==> src/cfg_pin_pkg.sv <==
// shared constants and types for the configuration control pin front-end
package cfg_pin_pkg;

  // clock and power-on-reset timing
  localparam int unsigned CLK_FREQ_KHZ = 40000;
  localparam int unsigned POR_SHORT_MS = 12;
  localparam int unsigned POR_LONG_MS = 100;
  localparam int unsigned POR_SHORT_CYCLES = POR_SHORT_MS * CLK_FREQ_KHZ;
  localparam int unsigned POR_LONG_CYCLES = POR_LONG_MS * CLK_FREQ_KHZ;
  localparam int unsigned POR_CNT_W = 23;
  localparam logic [1:0] SETTLE_LAST = 2'h3;

  // apb register map
  localparam int unsigned ADDR_W = 8;
  localparam logic [ADDR_W-1:0] REG_CTRL = 8'h00;
  localparam logic [ADDR_W-1:0] REG_STATUS = 8'h04;
  localparam logic [ADDR_W-1:0] REG_STRAP = 8'h08;
  localparam logic [ADDR_W-1:0] REG_RECONF = 8'h0C;

  // control fields and reset values
  localparam int unsigned CTRL_JTAG_BIT = 0;
  localparam logic CTRL_JTAG_RESET = 1'b0;

  // status fields
  localparam int unsigned STAT_STATE_LSB = 0;
  localparam int unsigned STAT_REQ_BIT = 3;
  localparam int unsigned STAT_PIN_BIT = 4;
  localparam int unsigned STAT_EXP_BIT = 5;
  localparam int unsigned STAT_VALID_BIT = 6;

  // strap fields
  localparam int unsigned STRAP_POR_BIT = 0;
  localparam int unsigned STRAP_PULL_BIT = 1;
  localparam int unsigned STRAP_SCHEME_LSB = 2;

  localparam int unsigned RECONF_W = 8;

  typedef struct packed {
    logic por_short;
    logic pullup_off;
    logic [2:0] scheme;
  } strap_type;

  localparam strap_type STRAP_RESET = '{por_short: 1'b0, pullup_off: 1'b0, scheme: 3'h0};

  typedef struct packed {
    strap_type strap;
    logic request_n;
    logic status_n;
  } pin_sample_type;

  localparam int unsigned PIN_W = $bits(pin_sample_type);

  typedef enum logic [2:0] {
    ST_STRAP = 3'h0,
    ST_POR = 3'h1,
    ST_HOLD = 3'h3,
    ST_CONFIG = 3'h2,
    ST_USER = 3'h6,
    ST_RESET = 3'h7
  } cfg_state_type;

endpackage : cfg_pin_pkg

==> src/pin_sync2.sv <==
// two-flop synchroniser for a group of pin levels
`timescale 1ns/1ps
module pin_sync2 #(
  parameter int unsigned WIDTH = 1
) (
  input wire logic pclk,
  input wire logic presetn,
  input wire logic [WIDTH-1:0] pin_in,
  output logic [WIDTH-1:0] pin_out
);

  logic [WIDTH-1:0] meta_q;
  logic [WIDTH-1:0] sync_q;

  always_ff @(posedge pclk or negedge presetn) begin
    if (!presetn) begin
      meta_q <= '0;
      sync_q <= '0;
    end else begin
      meta_q <= pin_in;
      sync_q <= meta_q;
    end
  end

  assign pin_out = sync_q;

endmodule : pin_sync2

==> src/por_timer.sv <==
// down-counter that times the power-on-reset delay
`timescale 1ns/1ps
module por_timer
  import cfg_pin_pkg::*;
(
  input wire logic pclk,
  input wire logic presetn,
  input wire logic start,
  input wire logic [POR_CNT_W-1:0] load,
  output logic expired
);

  logic [POR_CNT_W-1:0] count_q;

  always_ff @(posedge pclk or negedge presetn) begin
    if (!presetn) begin
      count_q <= '0;
    end else if (start) begin
      count_q <= load;
    end else if (count_q != '0) begin
      count_q <= count_q - 1'b1;
    end
  end

  assign expired = (count_q == '0);

endmodule : por_timer

==> src/cfg_pin_frontend.sv <==
// configuration control pin front-end with apb status and control
//
// How it works
// - the power-on-reset delay is 12 ms when the delay strap is high and 100 ms when low.
// - pull-up strap high turns weak pull-ups off before and during configuration, low on.
// - the configuration scheme comes from the three-bit scheme select strap.
// - request low in user mode discards configuration, resets and tristates all I/O.
// - request returning high after being low starts a new configuration cycle.
// - configuration runs only while the request is high and is held off while low.
// - in jtag mode the request is ignored and neither blocks nor triggers configuration.
// - the open-drain status pin is driven low from power-up until the delay expires.
`timescale 1ns/1ps
module cfg_pin_frontend
  import cfg_pin_pkg::*;
#(
  parameter int unsigned POR_SHORT_CYCLES_P = POR_SHORT_CYCLES,
  parameter int unsigned POR_LONG_CYCLES_P = POR_LONG_CYCLES
) (
  input wire logic pclk,
  input wire logic presetn,
  input wire logic psel,
  input wire logic penable,
  input wire logic pwrite,
  input wire logic [ADDR_W-1:0] paddr,
  input wire logic [31:0] pwdata,
  output logic [31:0] prdata,
  output logic pready,
  output logic pslverr,
  input wire logic por_delay_sel,
  input wire logic pullup_off_sel,
  input wire logic [2:0] scheme_select,
  input wire logic config_request_n,
  input wire logic config_status_n_i,
  output logic config_status_n_o,
  output logic config_status_n_oe,
  input wire logic engine_done,
  output logic config_start,
  output logic config_clear,
  output logic config_active,
  output logic user_mode,
  output logic io_tristate,
  output logic weak_pullup_en,
  output logic [2:0] cfg_scheme
);

  // pin synchronisation
  pin_sample_type pins_raw;
  pin_sample_type pins;
  logic [PIN_W-1:0] pins_sync;

  assign pins_raw = '{
    strap: '{por_short: por_delay_sel, pullup_off: pullup_off_sel, scheme: scheme_select},
    request_n: config_request_n,
    status_n: config_status_n_i
  };

  pin_sync2 #(
    .WIDTH(PIN_W)
  ) u_sync (
    .pclk(pclk),
    .presetn(presetn),
    .pin_in(pins_raw),
    .pin_out(pins_sync)
  );

  assign pins = pin_sample_type'(pins_sync);

  // state and control registers
  cfg_state_type state_q;
  cfg_state_type state_d;
  strap_type strap_q;
  logic strap_valid_q;
  logic [1:0] settle_q;
  logic jtag_q;
  logic [RECONF_W-1:0] reconf_q;
  logic por_expired;
  logic por_start;
  logic [POR_CNT_W-1:0] por_load;
  logic req_low;
  logic req_ok;

  assign req_low = !pins.request_n;
  assign req_ok = pins.request_n || jtag_q;
  assign por_start = (state_q == ST_STRAP) && (settle_q == SETTLE_LAST);
  assign por_load = pins.strap.por_short ? POR_CNT_W'(POR_SHORT_CYCLES_P - 1)
                                         : POR_CNT_W'(POR_LONG_CYCLES_P - 1);

  por_timer u_por (
    .pclk(pclk),
    .presetn(presetn),
    .start(por_start),
    .load(por_load),
    .expired(por_expired)
  );

  always_comb begin
    state_d = state_q;
    unique case (state_q)
      ST_STRAP: begin
        if (por_start) begin
          state_d = ST_POR;
        end
      end
      ST_POR: begin
        if (por_expired) begin
          state_d = ST_HOLD;
        end
      end
      ST_HOLD: begin
        if (req_ok) begin
          state_d = ST_CONFIG;
        end
      end
      ST_CONFIG: begin
        if (!req_ok) begin
          state_d = ST_RESET;
        end else if (engine_done) begin
          state_d = ST_USER;
        end
      end
      ST_USER: begin
        if (!req_ok) begin
          state_d = ST_RESET;
        end
      end
      ST_RESET: begin
        if (req_ok) begin
          state_d = ST_HOLD;
        end
      end
      default: begin
        state_d = ST_STRAP;
      end
    endcase
  end

  always_ff @(posedge pclk or negedge presetn) begin
    if (!presetn) begin
      state_q <= ST_STRAP;
      settle_q <= 2'h0;
    end else begin
      state_q <= state_d;
      if (settle_q != SETTLE_LAST) begin
        settle_q <= settle_q + 2'h1;
      end
    end
  end

  // straps are sampled once, after the synchroniser has filled
  always_ff @(posedge pclk or negedge presetn) begin
    if (!presetn) begin
      strap_q <= STRAP_RESET;
      strap_valid_q <= 1'b0;
    end else if (por_start) begin
      strap_q <= pins.strap;
      strap_valid_q <= 1'b1;
    end
  end

  // outputs follow the next state so they line up with state_q
  logic status_oe_q;
  logic start_q;
  logic clear_q;
  logic active_q;
  logic user_q;
  logic tristate_q;
  logic pullup_q;
  logic [2:0] scheme_q;
  logic pull_next;

  assign pull_next = (state_q == ST_STRAP) ? !pins.strap.pullup_off : !strap_q.pullup_off;

  always_ff @(posedge pclk or negedge presetn) begin
    if (!presetn) begin
      status_oe_q <= 1'b1;
      start_q <= 1'b0;
      clear_q <= 1'b0;
      active_q <= 1'b0;
      user_q <= 1'b0;
      tristate_q <= 1'b1;
      pullup_q <= 1'b0;
      scheme_q <= 3'h0;
    end else begin
      status_oe_q <= (state_d == ST_STRAP) || (state_d == ST_POR);
      start_q <= (state_d == ST_CONFIG) && (state_q != ST_CONFIG);
      clear_q <= (state_d == ST_RESET) && (state_q != ST_RESET);
      active_q <= (state_d == ST_CONFIG);
      user_q <= (state_d == ST_USER);
      tristate_q <= (state_d != ST_USER);
      pullup_q <= (state_d != ST_USER) && pull_next;
      scheme_q <= (state_d == ST_STRAP) ? 3'h0 : (por_start ? pins.strap.scheme : strap_q.scheme);
    end
  end

  assign config_status_n_o = 1'b0;
  assign config_status_n_oe = status_oe_q;
  assign config_start = start_q;
  assign config_clear = clear_q;
  assign config_active = active_q;
  assign user_mode = user_q;
  assign io_tristate = tristate_q;
  assign weak_pullup_en = pullup_q;
  assign cfg_scheme = scheme_q;

  // apb slave
  logic pready_q;
  logic pslverr_q;
  logic [31:0] prdata_q;
  logic addr_hit;
  logic apb_write;
  logic [31:0] rdata;
  logic [31:0] status_word;
  logic [31:0] strap_word;

  assign addr_hit = (paddr == REG_CTRL) || (paddr == REG_STATUS) ||
                    (paddr == REG_STRAP) || (paddr == REG_RECONF);
  assign apb_write = psel && penable && pwrite && pready_q;

  assign status_word = {25'h0, strap_valid_q, por_expired, pins.status_n, pins.request_n,
                        state_q};
  assign strap_word = {27'h0, strap_q.scheme, strap_q.pullup_off, strap_q.por_short};
  assign rdata = (paddr == REG_CTRL) ? {31'h0, jtag_q} :
                 (paddr == REG_STATUS) ? status_word :
                 (paddr == REG_STRAP) ? strap_word :
                 (paddr == REG_RECONF) ? {24'h0, reconf_q} : 32'h0;

  always_ff @(posedge pclk or negedge presetn) begin
    if (!presetn) begin
      pready_q <= 1'b0;
      pslverr_q <= 1'b0;
      prdata_q <= 32'h0;
    end else begin
      pready_q <= psel && !penable;
      pslverr_q <= psel && !penable && !addr_hit;
      prdata_q <= (psel && !penable && !pwrite) ? rdata : 32'h0;
    end
  end

  always_ff @(posedge pclk or negedge presetn) begin
    if (!presetn) begin
      jtag_q <= CTRL_JTAG_RESET;
    end else if (apb_write && (paddr == REG_CTRL)) begin
      jtag_q <= pwdata[CTRL_JTAG_BIT];
    end
  end

  always_ff @(posedge pclk or negedge presetn) begin
    if (!presetn) begin
      reconf_q <= '0;
    end else if (clear_q) begin
      reconf_q <= reconf_q + 1'b1;
    end
  end

  assign prdata = prdata_q;
  assign pready = pready_q;
  assign pslverr = pslverr_q;

  // checks
  logic [POR_CNT_W-1:0] por_age_q;

  always_ff @(posedge pclk or negedge presetn) begin
    if (!presetn) begin
      por_age_q <= '0;
    end else if (state_q == ST_POR) begin
      por_age_q <= por_age_q + 1'b1;
    end
  end

  property p_por_length;
    @(posedge pclk) disable iff (!presetn)
      (state_q == ST_POR && state_d != ST_POR) |->
        por_age_q == (strap_q.por_short ? POR_CNT_W'(POR_SHORT_CYCLES_P - 1)
                                        : POR_CNT_W'(POR_LONG_CYCLES_P - 1));
  endproperty
  a_por_length: assert property (p_por_length) else $error("por delay length wrong");

  property p_pullup;
    @(posedge pclk) disable iff (!presetn)
      (state_q != ST_STRAP && state_q != ST_USER) |-> (weak_pullup_en == !strap_q.pullup_off);
  endproperty
  a_pullup: assert property (p_pullup) else $error("pull-up state wrong");

  property p_scheme;
    @(posedge pclk) disable iff (!presetn)
      config_start |-> (cfg_scheme == strap_q.scheme) && strap_valid_q;
  endproperty
  a_scheme: assert property (p_scheme) else $error("scheme not from strap");

  property p_user_reset;
    @(posedge pclk) disable iff (!presetn)
      (state_q == ST_USER && !jtag_q && req_low) |=>
        config_clear && io_tristate && !user_mode ##1 !config_clear;
  endproperty
  a_user_reset: assert property (p_user_reset) else $error("no reset on request");

  property p_restart;
    @(posedge pclk) disable iff (!presetn)
      (state_q == ST_RESET && !req_low && !jtag_q) |-> ##[1:2] config_start;
  endproperty
  a_restart: assert property (p_restart) else $error("no restart on release");

  property p_hold_off;
    @(posedge pclk) disable iff (!presetn)
      (state_q == ST_HOLD && req_low && !jtag_q) |=> !config_active && !config_start;
  endproperty
  a_hold_off: assert property (p_hold_off) else $error("config while held off");

  property p_jtag_ignore;
    @(posedge pclk) disable iff (!presetn)
      (state_q == ST_USER && jtag_q) |=> user_mode && !config_clear;
  endproperty
  a_jtag_ignore: assert property (p_jtag_ignore) else $error("request seen in jtag mode");

  property p_status_low;
    @(posedge pclk) disable iff (!presetn)
      (state_q == ST_STRAP || state_q == ST_POR) |-> config_status_n_oe && !config_status_n_o;
  endproperty
  a_status_low: assert property (p_status_low) else $error("status not driven low");

  property p_status_release;
    @(posedge pclk) disable iff (!presetn)
      $fell(config_status_n_oe) |-> $past(state_q) == ST_POR && $past(por_expired);
  endproperty
  a_status_release: assert property (p_status_release) else $error("early release");

  property p_strap_hold;
    @(posedge pclk) disable iff (!presetn)
      (strap_valid_q && $past(strap_valid_q)) |-> $stable(strap_q);
  endproperty
  a_strap_hold: assert property (p_strap_hold) else $error("strap changed after capture");

endmodule : cfg_pin_frontend

==> config.mk <==
export PLATFORM = sky130hd
export DESIGN_NAME = cfg_pin_frontend
export DESIGN_NICKNAME = d
export VERILOG_FILES = /design/src/cfg_pin_pkg.sv /design/src/pin_sync2.sv /design/src/por_timer.sv /design/src/cfg_pin_frontend.sv
export SDC_FILE = /design/constraint.sdc
export NUM_CORES = 1
export LEC_CHECK = 0
export BUFFER_PORTS_ARGS = -buffer_cell sky130_fd_sc_hd__buf_2
export CORE_MARGIN = 8
export CORE_UTILIZATION = 52
export CTS_CLUSTER_SIZE = 28
export DETAILED_ROUTE_END_ITERATION = 10
export PLACE_DENSITY = 0.89
export RECOVER_POWER = 50
export SLEW_MARGIN = 20
export SYNTH_ARGS = -nofsm -noshare
export SYNTH_HDL_FRONTEND = slang
export SYNTH_HIERARCHICAL = 1
export SYNTH_SLANG_ARGS = --single-unit
==> constraint.sdc <==
create_clock -name pclk -period 2.9 [get_ports pclk]
set_clock_uncertainty 0.1 [all_clocks]
set_input_delay 0.725 -clock pclk [delete_from_list [all_inputs] [get_ports pclk]]
set_output_delay 0.725 -clock pclk [all_outputs]
set_load 0.01 [all_outputs]
[Word-level counts from Yosys, hierarchy flattened]
Index checks and enable logic that the tools add are counted.
Widths: inputs -> output; s select.
Word-level totals
  bits in registers: 77
  bits in latches: 0
  memory bits (writable): 0
  memory bits (read-only): 0
  logic and storage cells: 88
  memories kept: 0
Cells by class
  $add $sub $neg: 3
  multiply operators: 0
  div/mod/pow operators: 0
  magnitude comparators: 0
  equality and inequality tests: 17
  shift-type cells: 0
  mux-type cells: 19
  bitwise gates (word level): 0
  reductions and logical operators: 27
Operators with widths (count)
  $mux 23: 2
  $mux 8: 5
  $mux 3: 9
  $logic_not 23->1: 1
  $reduce_bool 23->1: 1
  $sub 23x1->23 const B: 1
  $mux 22: 1
  $pmux 3 s6: 1
  $eq 8x4->1 const B: 2
  $eq 3x3->1 const B: 4
  $logic_and 1x1->1: 11
  $eq 3x2->1 const B: 3
  $add 8x1->8 const B: 1
  $eq 8x3->1 const B: 1
  $logic_not 8->1: 1
  $eq 3x1->1 const B: 2
  $logic_not 3->1: 2
  $ne 3x3->1 const B: 2
  $logic_not 1->1: 5
  $logic_or 1x1->1: 5
  $ne 3x2->1 const B: 1
  $add 2x1->2 const B: 1
  $eq 2x2->1 const B: 1
  $ne 2x2->1 const B: 1
  other kinds (2): 2

[Logic depth before layout (Yosys ltp)]
Gate-level depths: netlist of run 1.
  depth in word-level cells: 6
  gate-level depth with buffers: 9

[Hierarchy]
The synthesis of run 1 kept the hierarchy.
Modules (own cells, without submodules)
  cfg_pin_frontend: times used 1, cells an instance 170, area an instance 1893.1 µm²
  por_timer: times used 1, cells an instance 137, area an instance 1305.0 µm²
  pin_sync2: times used 1, cells an instance 14, area an instance 350.3 µm²

[Least setup slack after synthesis of run 1]
Ideal clock, no wire load.
  kind: register to register
  start: reg u_por.count_q[12]
  end: reg u_por.count_q[1]
  setup time: 0.125 ns
  arrival: 1.841 ns
  required time: 2.675 ns
  setup slack: 0.835 ns
  stages on the path, launching flop included: 6
  buffers on the path: 0
  cell sequence: dfrtp_1 > nor4_4 > nand4_4 > nor4_4 > mux2i_1 > mux2_2
On the way
  word-level cells in the longest chain between the ends: 2
RTL lines
  start, declared: line por_timer.sv:13  | logic [POR_CNT_W-1:0] count_q;
  start signal, assigned: line por_timer.sv:19  | count_q <= load;
  start signal, assigned: line por_timer.sv:21  | count_q <= count_q - 1'b1;
  $reduce_bool 23->1: line por_timer.sv:20  | end else if (count_q != '0) begin
  $reduce_bool 2->1 (no source line)
No other way between the ends.
A chain may end at the register's enable or synchronous reset.

[Final worst setup path of run 1]
  start: reg u_por.count_q[12]
  end: reg u_por.count_q[21]
On the way
  word-level cells in the longest chain between the ends: 3
RTL lines
  $sub 23x1->23: line por_timer.sv:21
  $mux 23: line por_timer.sv:20
  $mux 23: line por_timer.sv:18  | end else if (start) begin
Several ways; a longest one is shown, not always the timed one. The select of a mux whose other input is x is not followed.

==> impl_metrics.toml, run 1 <==
[power_and_ir_drop]
leakage_nw = 1.82
power_frac_clock = 0.317
power.share.switching = 0.288
p_int_mw = 1.68
power_density_nw_per_um2 = 598
seq_power_share = 0.547
worst_ir_drop_vdd_v = 0.000457
p_total_mw = 2.36
share_of_power_burned_in_combinational_logic = 0.136
switchingPower_mw = 0.681

[floorplanning]
placeableCoreArea_um2 = 6680
chipWidth_um = 98.6
die_area_um2 = 9720
die_y_um = 98.6
design.portCount = 98
floorplan.rows = 30
floorplan.initialDensity = 0.531

[synth]
synth.most_common_cell = "sky130_fd_sc_hd__dfrtp_1"
post_synth_main_area_contributors = "sky130_fd_sc_hd__dfrtp_1 53%, sky130_fd_sc_hd__buf_4 5.3%, sky130_fd_sc_hd__xnor2_1 5.2%"
post_synth_instance_area_um2 = 3550
synth_top_cell_area_share = 0.529
yosysTopAreaCell = "sky130_fd_sc_hd__dfrtp_1"
ys_dominant_reg_cell = "sky130_fd_sc_hd__dfrtp_1"
number_of_synthesized_flops_with_an_enable_pin = 0
synth_commonest_cells = "75 x sky130_fd_sc_hd__dfrtp_1, 42 x sky130_fd_sc_hd__nand2_1, 25 x sky130_fd_sc_hd__buf_4, 21 x sky130_fd_sc_hd__xnor2_1, 19 x sky130_fd_sc_hd__nor2_1"
syn-instance-count = 321
seq_area_frac_synth = 0.544
synth-seq-cells = 77
syn_area_per_cell_um2 = 11.1
post_synth_num_cell_types = 50
async_reset_ff_frac = 1.00
yosysWarningCount = 6

[final_layout]
finalNetCount = 433
register_area_um2 = 1930
diodes = 0
utilization = 0.591
multi_input_gate_area_um2 = 1470
area_delta_synth_final_pct = 11.3
num-fill-cells = 545
fin_cells = 462
final_design_area_excluding_fillers_um2 = 3950
final_layout_size_suffix_gt1_frac = 0.223

[clocking]
cts.reportedPaths.clkPinSlew_ps = 80
clock_tree_root_buffer_cell = "sky130_fd_sc_hd__clkbuf_8"
max-clock-path-buffers = 2
cts.sink_count = 77
tritoncts = "built"
post_cts_setup_buffers = 0
clock_insertion_delay_worst_skew_ps = 350
cts_buffers = 9
holdBufCountCts = 0
cts_htree_levels = 3
post_cts_resize_count = 0

[timing]
slew_violations = 78
min_period_ps = 2210
fmax_mhz = 453
max-slew-margin-rel = -0.196
setup_repair_after_global_routing_missed_its_margin = "false"
final_hold_viol_count = 0
final_setup_vio_count = 0
final_layout_setup_total_negative_slack_ps = 0
final_critical_path_setup_slack_ps = 695
hold-worst-slack_ps = 251
min_period_over_period = 0.760
max_slew.worst_pin.slew_ps = 1790

[drt]
1st_iter_drt_viols = 117
drt_pass1_iterations = 4
via_count = 2382
via_per_inst = 5.16
detailed_route_wl_um = 6690
wire_per_inst_um = 14.5
drtAntennaViolNets = 0
number_of_drc_violations_after_detailed_routing = 0

[grt]
grt_usage = 0.143
pin_count_of_the_biggest_net_entering_global_routing = 78
antenna_found_initial = 0
grt-ovfl-total = 0
first_global_vias = 2330
first_pass_grt_wire_length_um = 11000

[job]
max_cap_violations = 1

[worst_setup_path]
worstSetupStartpointType = "flip-flop"
crit_path_max_fanout = 13
critPathCaptureType = "flip-flop"
worstPathRequired_ps = 3020
timing.setup.critical_path_class = "flip-flop to flip-flop"
crit_arrival_ps = 2320

[place]
dpl-instance-area_um2 = 3770
io_buffer_count = 41
hpwlAfterDp_um = 4750
post-place-ws_ps = 733
dp_cells = 446
final_replace_weighted_congestion = 0.848

[status]
violations_in_the_final_reports = "capacitance limit, slew limit"
outcome = "finished with violations"

[worst_hold_path]
hold_class = "flip-flop to flip-flop"
flip-flops by register name, summed over array words and instances (netlist names):
name and flops:
state_q 3, cfg_scheme 3, reconf_q 8, pslverr 1, weak_pullup_en 1, pready 1, jtag_q 1, strap_valid_q 1
user_mode 1, config_start 1, u_sync/meta_q 7, io_tristate 1, strap_q 5, prdata 8, config_active 1, config_clear 1
settle_q 2, config_status_n_oe 1, u_por/count_q 23, u_sync/pin_out 7
critical path: stages (launching register included):
cell and delay [ps]:
sky130_fd_sc_hd__dfrtp_1 460, sky130_fd_sc_hd__nor4_4 460, sky130_fd_sc_hd__nand4_4 200, sky130_fd_sc_hd__nor4_1 290
sky130_fd_sc_hd__buf_4 170, sky130_fd_sc_hd__or2_2 240, sky130_fd_sc_hd__o21ai_0 150
metal layers:
layer  GRT usage  share of wire
met1       0.166           0.42
met2       0.234           0.51
met3      0.0268          0.040
met4      0.0980          0.028
met5           0              0
layout make-up:
class	count	share of cell area
flip-flops and latches	77	0.488
multi-input cells	238	0.372
repair buffers	44	0.0573
clock buffers	12	0.0393
well taps	80	0.0253
inverters	7	0.00982
clock inverters	4	0.00760
final timing paths:
path / depth (start not counted) / end / from / slack, ps
worst min-delay path: 0 / u_sync/pin_out[2]$_DFF_PN0_ / u_sync/meta_q[2]$_DFF_PN0_ / 250
worst max-delay path: 6 / u_por/count_q[21]$_DFFE_PN0P_ / u_por/count_q[12]$_DFFE_PN0P_ / 690
min in group asynchronous: 1 / pslverr$_DFF_PN0_ / presetn / 740
worst max register to register: 6 / u_por/count_q[21]$_DFFE_PN0P_ / u_por/count_q[12]$_DFFE_PN0P_ / 690
worst min register to register: 0 / u_sync/pin_out[2]$_DFF_PN0_ / u_sync/meta_q[2]$_DFF_PN0_ / 250
max in group asynchronous: 1 / u_por/count_q[16]$_DFFE_PN0P_ / presetn / 890
power by group through the flow:
stage          clock network [mW]  registers (mW)  logic [mW]
2_1_floorplan                   0            1.29       0.260
3_3_place_gp                    0            1.30       0.298
3_5_place_dp                    0            1.31       0.316
4_1_cts                     0.765            1.29       0.320
5_1_grt                     0.805            1.30       0.363
6_report                    0.749            1.29       0.321
cell usage in the layout (no fill, tap or decap), types with 9 or more instances in the layout:
cell type	count
sky130_fd_sc_hd__dfrtp_1	75
sky130_fd_sc_hd__nor3_1	10
sky130_fd_sc_hd__nand2_1	42
sky130_fd_sc_hd__clkbuf_8	11
sky130_fd_sc_hd__o21ai_0	18
sky130_fd_sc_hd__xnor2_1	21
sky130_fd_sc_hd__nor2_1	19
sky130_fd_sc_hd__conb_1	40
sky130_fd_sc_hd__buf_2	39
sky130_fd_sc_hd__mux2_2	9
kinds of logic (layout without fill, tap and decap cells):
kind of cell / Yosys count / in the layout / share of synthesized area
AOI/OAI and AO/OA: 39 / 39 / 0.0691
xor gates and xnor gates: 28 / 28 / 0.0691
adders and majority gates: 3 / 3 / 0.0106
buffers and inverters: 44 / 67 / 0.0822
DFF: 77 / 77 / 0.544
muxes: 13 / 13 / 0.0434
other: 2 / 40 / 0.00212
and+or+nand+nor: 115 / 115 / 0.180
Power figures use the tool's default switching activity.
==> inputs of run 2 (changes only) <==
- CORE_UTILIZATION: 52 -> 47
- PLACE_DENSITY: 0.89 -> 0.86
- clock period: 2.9 -> 1.9 ns (I/O delays scaled with it)
==> run 2 against run 1 <==
Clock power grew 58%. Core utilization shrank 0.16 points. Critical path type unchanged. Fmax grew 13%. Combinational power grew 100%. Die area grew 8.9%. Final cell count grew 11%. The run ends with setup timing left. Critical path depth is the same. Sequential share of layout area shrank 4.0 points. Via count grew 4.8%. Global-route usage grew 0.23 points.
==> impl_metrics.toml, run 2 (synthesis results as in run 1) <==
[status]
outcome = "finished with violations"
violations_in_the_final_reports = "setup timing"

[drt]
wire_per_inst_um = 14.3
met2_wirelength_um = 3460
via_per_inst = 4.87
via_count = 2497
1st_iter_drt_viols = 186
detailed_route_wl_um = 7320
drtAntennaViolNets = 0
highest_layer = "met4"
number_of_drc_violations_after_detailed_routing = 0
met3_length_um = 491
route.layer.met1.wl_um = 3210
drt_pass1_iterations = 4

[final_layout]
largest_register_ff_count = 23
final_design_area_excluding_fillers_um2 = 4300
final_common_cell = "sky130_fd_sc_hd__dfrtp_1"
diodes = 0
final_layout_size_suffix_gt1_frac = 0.295
num-fill-cells = 615
largest_register = "u_por/count_q"
final_cell_mix = "75 x sky130_fd_sc_hd__dfrtp_1, 42 x sky130_fd_sc_hd__nand2_1, 40 x sky130_fd_sc_hd__conb_1, 40 x sky130_fd_sc_hd__buf_2, 27 x sky130_fd_sc_hd__buf_4"
area_delta_synth_final_pct = 21.2
multi_input_gate_area_um2 = 1530
utilization = 0.590
finalNetCount = 465
register_area_um2 = 1930

[grt]
first_global_vias = 2570
antenna_found_initial = 0
pin_count_of_the_biggest_net_entering_global_routing = 31
grt_usage = 0.145
grt-ovfl-total = 0
first_pass_grt_wire_length_um = 11800

[job]
max_cap_violations = 0

[timing]
setup_repair_after_global_routing_missed_its_margin = "true"
final_critical_path_setup_slack_ps = -49.7
fmax_mhz = 513
slew_violations = 0
min_period_over_period = 1.03
min_period_ps = 1950
max-slew-margin-rel = 0.498
final_setup_vio_count = 8
final_hold_viol_count = 0
max_slew.worst_pin.slew_ps = 754

[power_and_ir_drop]
power_density_nw_per_um2 = 877
leakage_nw = 1.98
worst_ir_drop_vdd_v = 0.000533

[clocking]
cts.reportedPaths.clkPinSlew_ps = 80
cts_htree_levels = 3
cts.sink_count = 77
cts_buffers = 9
clock_tree_root_buffer_cell = "sky130_fd_sc_hd__clkbuf_8"
clock_insertion_delay_worst_skew_ps = 360
tritoncts = "built"
max-clock-path-buffers = 2

[worst_hold_path]
hold_class = "input pin to flip-flop"

[floorplanning]
placeableCoreArea_um2 = 7290
floorplan.initialDensity = 0.487
design.portCount = 98
floorplan.rows = 31
die_y_um = 103
die_area_um2 = 10600
chipWidth_um = 103

[place]
post-place-ws_ps = -123
dpl-instance-area_um2 = 4050
hpwlAfterDp_um = 5330
final_replace_weighted_congestion = 0.872
io_buffer_count = 41

[worst_setup_path]
worstPathRequired_ps = 2050
critPathMaxStageDelay_ps = 410
critPathTopFamily = "simple AND/OR/NAND/NOR gates"
cp.buffers_inverters = 1
crit_arrival_ps = 2100
worstSetupStartpointType = "flip-flop"
timing.setup.critical_path_class = "flip-flop to flip-flop"
crit_top_cell = "sky130_fd_sc_hd__nor4_4"
crit_path_max_fanout = 4
critPathCaptureType = "flip-flop"
critical_path.cell_chain = "nor4_4 > nand4_4 > nor4_4 > buf_4 > a211oi_1 > a21o_1"
critPathSlowestCell = "sky130_fd_sc_hd__dfrtp_1"
## run 2: worst register-to-register path: cells and delay by family (launching register included)
kind,cells,cell delay [ps]
AND/OR/NAND/NOR,3,920
flip-flops,1,410
AO/OA/AOI/OAI,2,210
buffers and inverters,1,200
## run 2: area by class of cell
| type | count | area share |
|---|---|---|
| sequential | 77 | 0.449 |
| multi-input combinational | 238 | 0.355 |
| timing repair buffer | 76 | 0.114 |
| clock buffer | 11 | 0.0352 |
| tap | 99 | 0.0288 |
| clock inverter | 5 | 0.00990 |
| inverter | 7 | 0.00902 |
## run 2: what timing repair did
item | 4_1_cts | 5_1_grt
hold buffers | 1 | 0
setup endpoints to repair | 22 | 23
pin swaps | 4 | 2
hold endpoints to repair | 26 | 0
setup buffers | 1 | 1
gates resized for setup | 5 | 5
## run 2: report_power, final
| group | total [mW] | internal [mW] | switching [mW] |
|---|---|---|---|
| sequential | 1.94 | 1.79 | 0.147 |
| combinational | 0.655 | 0.328 | 0.327 |
| clock | 1.18 | 0.559 | 0.618 |
## run 2: path summary, 6_finish.rpt
| check | startpoint | to | slack [ps] | depth (start not counted) |
|---|---|---|---|---|
| min | config_request_n | u_sync/meta_q[1]$_DFF_PN0_ | 110 | 1 |
| max | u_por/count_q[12]$_DFFE_PN0P_ | u_por/count_q[6]$_DFFE_PN0P_ | -50 | 6 |
| max in group asynchronous | presetn | u_por/count_q[4]$_DFFE_PN0P_ | 240 | 3 |
| max reg2reg | u_por/count_q[12]$_DFFE_PN0P_ | u_por/count_q[6]$_DFFE_PN0P_ | -50 | 6 |
| min reg2reg | u_sync/meta_q[0]$_DFF_PN0_ | u_sync/pin_out[0]$_DFF_PN0_ | 250 | 0 |
| min in group asynchronous | presetn | u_por/count_q[2]$_DFFE_PN0P_ | 610 | 2 |
## run 2: per-layer routing
| layer | GRT usage | up-vias |
|---|---|---|
| met1 | 0.179 | 1209 |
| met3 | 0.0466 | 14 |
| met5 | 0 | - |
| met4 | 0.0656 | 0 |
| met2 | 0.226 | 76 |
| li1 | - | 1198 |
## run 2: stage by stage
step	power (mW)	setup TNS, ps	hold WS [ps]	instances
final	3.77	-254	115	513
after global placement	2.57	-650	233	494
after floorplan	2.36	-1100	79.4	359
after global routing	3.98	-2110	92.0	513
after detailed placement	2.61	-1890	235	494
after CTS	3.79	-518	105	512
==> inputs of run 3 (changes only) <==
- SETUP_SLACK_MARGIN: unset -> 0.3
==> run 3 against run 2 <==
The flow still finishes with violations (setup timing). Routed wire length up 6.3%. Final cell count up 0.58%. Critical path depth unchanged. Final area up 3.8%. Sequential cell count unchanged. Worst setup slack worse by 120 ps. Sequential power about the same. Clock power up 4%. Die area unchanged. Combinational power up 16%. Largest power group unchanged.
==> impl_metrics.toml, run 3 (synthesis results as in run 1) <==
[grt]
pin_count_of_the_biggest_net_entering_global_routing = 41
first_global_vias = 2635
first_pass_grt_wire_length_um = 12200
grt-ovfl-total = 0
antenna_found_initial = 0
grt_usage = 0.147

[drt]
drtAntennaViolNets = 0
detailed_route_wl_um = 7780
drt_pass1_iterations = 4
number_of_drc_violations_after_detailed_routing = 0
1st_iter_drt_viols = 169
via_count = 2573
wire_per_inst_um = 15.1
via_per_inst = 4.99

[worst_setup_path]
crit_path_max_fanout = 3
timing.setup.critical_path_class = "flip-flop to flip-flop"
worstSetupStartpointType = "flip-flop"
worstPathRequired_ps = 2030
critPathCaptureType = "flip-flop"
crit_arrival_ps = 2200

[clocking]
cts.sink_count = 77
max-clock-path-buffers = 2
cts_buffers = 9
cts_htree_levels = 3
clock_insertion_delay_worst_skew_ps = 360
clock_tree_root_buffer_cell = "sky130_fd_sc_hd__clkbuf_8"
tritoncts = "built"
cts.reportedPaths.clkPinSlew_ps = 80

[final_layout]
largest_register_ff_count = 23
diodes = 0
final_cell_mix = "74 x sky130_fd_sc_hd__dfrtp_1, 40 x sky130_fd_sc_hd__conb_1, 39 x sky130_fd_sc_hd__buf_2, 33 x sky130_fd_sc_hd__nand2_1, 26 x sky130_fd_sc_hd__buf_4"
final_layout_size_suffix_gt1_frac = 0.333
final_design_area_excluding_fillers_um2 = 4460
final_common_cell = "sky130_fd_sc_hd__dfrtp_1"
area_delta_synth_final_pct = 25.7
largest_register = "u_por/count_q"
finalNetCount = 468

[status]
outcome = "finished with violations"
violations_in_the_final_reports = "setup timing"

[power_and_ir_drop]
power_density_nw_per_um2 = 885
worst_ir_drop_vdd_v = 0.000515
leakage_nw = 2.03

[place]
final_replace_weighted_congestion = 0.881
hpwlAfterDp_um = 5130
io_buffer_count = 41
post-place-ws_ps = -90.8
dpl-instance-area_um2 = 4050

[floorplanning]
die_y_um = 103
design.portCount = 98
placeableCoreArea_um2 = 7290
floorplan.initialDensity = 0.487
die_area_um2 = 10600
floorplan.rows = 31
chipWidth_um = 103

[timing]
setup_repair_after_global_routing_missed_its_margin = "true"
min_period_over_period = 1.09
slew_violations = 0
final_layout_setup_total_negative_slack_ps = -989
final_critical_path_setup_slack_ps = -170
fmax_mhz = 483
max_slew.worst_pin.slew_ps = 1000
final_hold_viol_count = 0
max-slew-margin-rel = 0.333
final_setup_vio_count = 22
min_period_ps = 2070

[job]
max_cap_violations = 0

[worst_hold_path]
hold_class = "input pin to flip-flop"
## run 3: cell types whose count changed in the layout (fill, tap and decap cells not counted), moves of 2 or more
cell                       previous run  this run
sky130_fd_sc_hd__clkbuf_8            11         9
sky130_fd_sc_hd__o31ai_2              0         3
sky130_fd_sc_hd__o31ai_4              0         3
sky130_fd_sc_hd__o21ai_1              1         3
sky130_fd_sc_hd__nand2_4              0         5
sky130_fd_sc_hd__buf_6                1         3
sky130_fd_sc_hd__o21ai_0             18        16
sky130_fd_sc_hd__o31ai_1              8         2
sky130_fd_sc_hd__clkbuf_1             3         6
sky130_fd_sc_hd__nand2_2              3         7
sky130_fd_sc_hd__nand2_1             42        33
sky130_fd_sc_hd__buf_8                0         2
## run 3: path summary, 6_finish.rpt
check	to	cells past startpoint	slack [ps]	from
min in group asynchronous	u_por/count_q[6]$_DFFE_PN0P_	2	720	presetn
worst min-delay path	u_sync/meta_q[0]$_DFF_PN0_	1	110	config_status_n_i
max in group asynchronous	config_clear$_DFF_PN0_	3	260	presetn
worst max-delay path	u_por/count_q[20]$_DFFE_PN0P_	6	-170	u_por/count_q[12]$_DFFE_PN0P_
worst min register to register	u_sync/pin_out[4]$_DFF_PN0_	0	250	u_sync/meta_q[4]$_DFF_PN0_
worst max register to register	u_por/count_q[20]$_DFFE_PN0P_	6	-170	u_por/count_q[12]$_DFFE_PN0P_
## run 3: final cells by class
cell class | instances | area (um^2)
clock inverter | 5 | 60.1
fill | 555 | 2830
sequential | 77 | 1930
tap | 99 | 124
timing repair buffer | 79 | 544
multi-input combinational | 238 | 1630
inverter | 7 | 38.8
clock buffer | 11 | 131
## run 3: power by group
group / internal [mW] / switching [mW]
clock: 0.612 / 0.614
combinational: 0.413 / 0.344
sequential: 1.79 / 0.170
## run 3: repair_timing
item / 4_1_cts / 5_1_grt
hold buffers: 1 / 0
hold endpoints to repair: 2 / 0
buffers inserted: 1 / 3
pin swaps: 5 / 13
resized for setup: 19 / 28
setup endpoints to repair: 35 / 35
## run 3: layer usage
layer	routed length, um	vias to the layer above	global-route usage	part of all wire
met5	0	-	0	0
met4	169	0	0.0679	0.022
met3	526	19	0.0392	0.068
met2	3860	98	0.231	0.50
met1	3230	1246	0.184	0.41
li1	-	1210	-	-
## run 3: through the flow
| step | std cells | utilization | power [mW] | hold slack (ps) |
|---|---|---|---|---|
| 3_5_place_dp | 495 | 0.555 | 2.58 | 235 |
| 2_1_floorplan | 359 | - | 2.36 | 79.4 |
| 4_1_cts | 513 | 0.598 | 3.90 | 114 |
| 3_3_place_gp | 495 | 0.555 | 2.55 | 233 |
| 5_1_grt | 516 | 0.612 | 4.12 | 110 |
| 6_report | 516 | 0.612 | 3.95 | 114 |
## run 3: critical path, stage by stage (launching register included)
cell	delay, ps
sky130_fd_sc_hd__dfrtp_1	420
sky130_fd_sc_hd__nor4_4	400
sky130_fd_sc_hd__nand4_4	170
sky130_fd_sc_hd__buf_4	180
sky130_fd_sc_hd__nor4_2	350
sky130_fd_sc_hd__xnor2_1	200
sky130_fd_sc_hd__o21ai_0	120
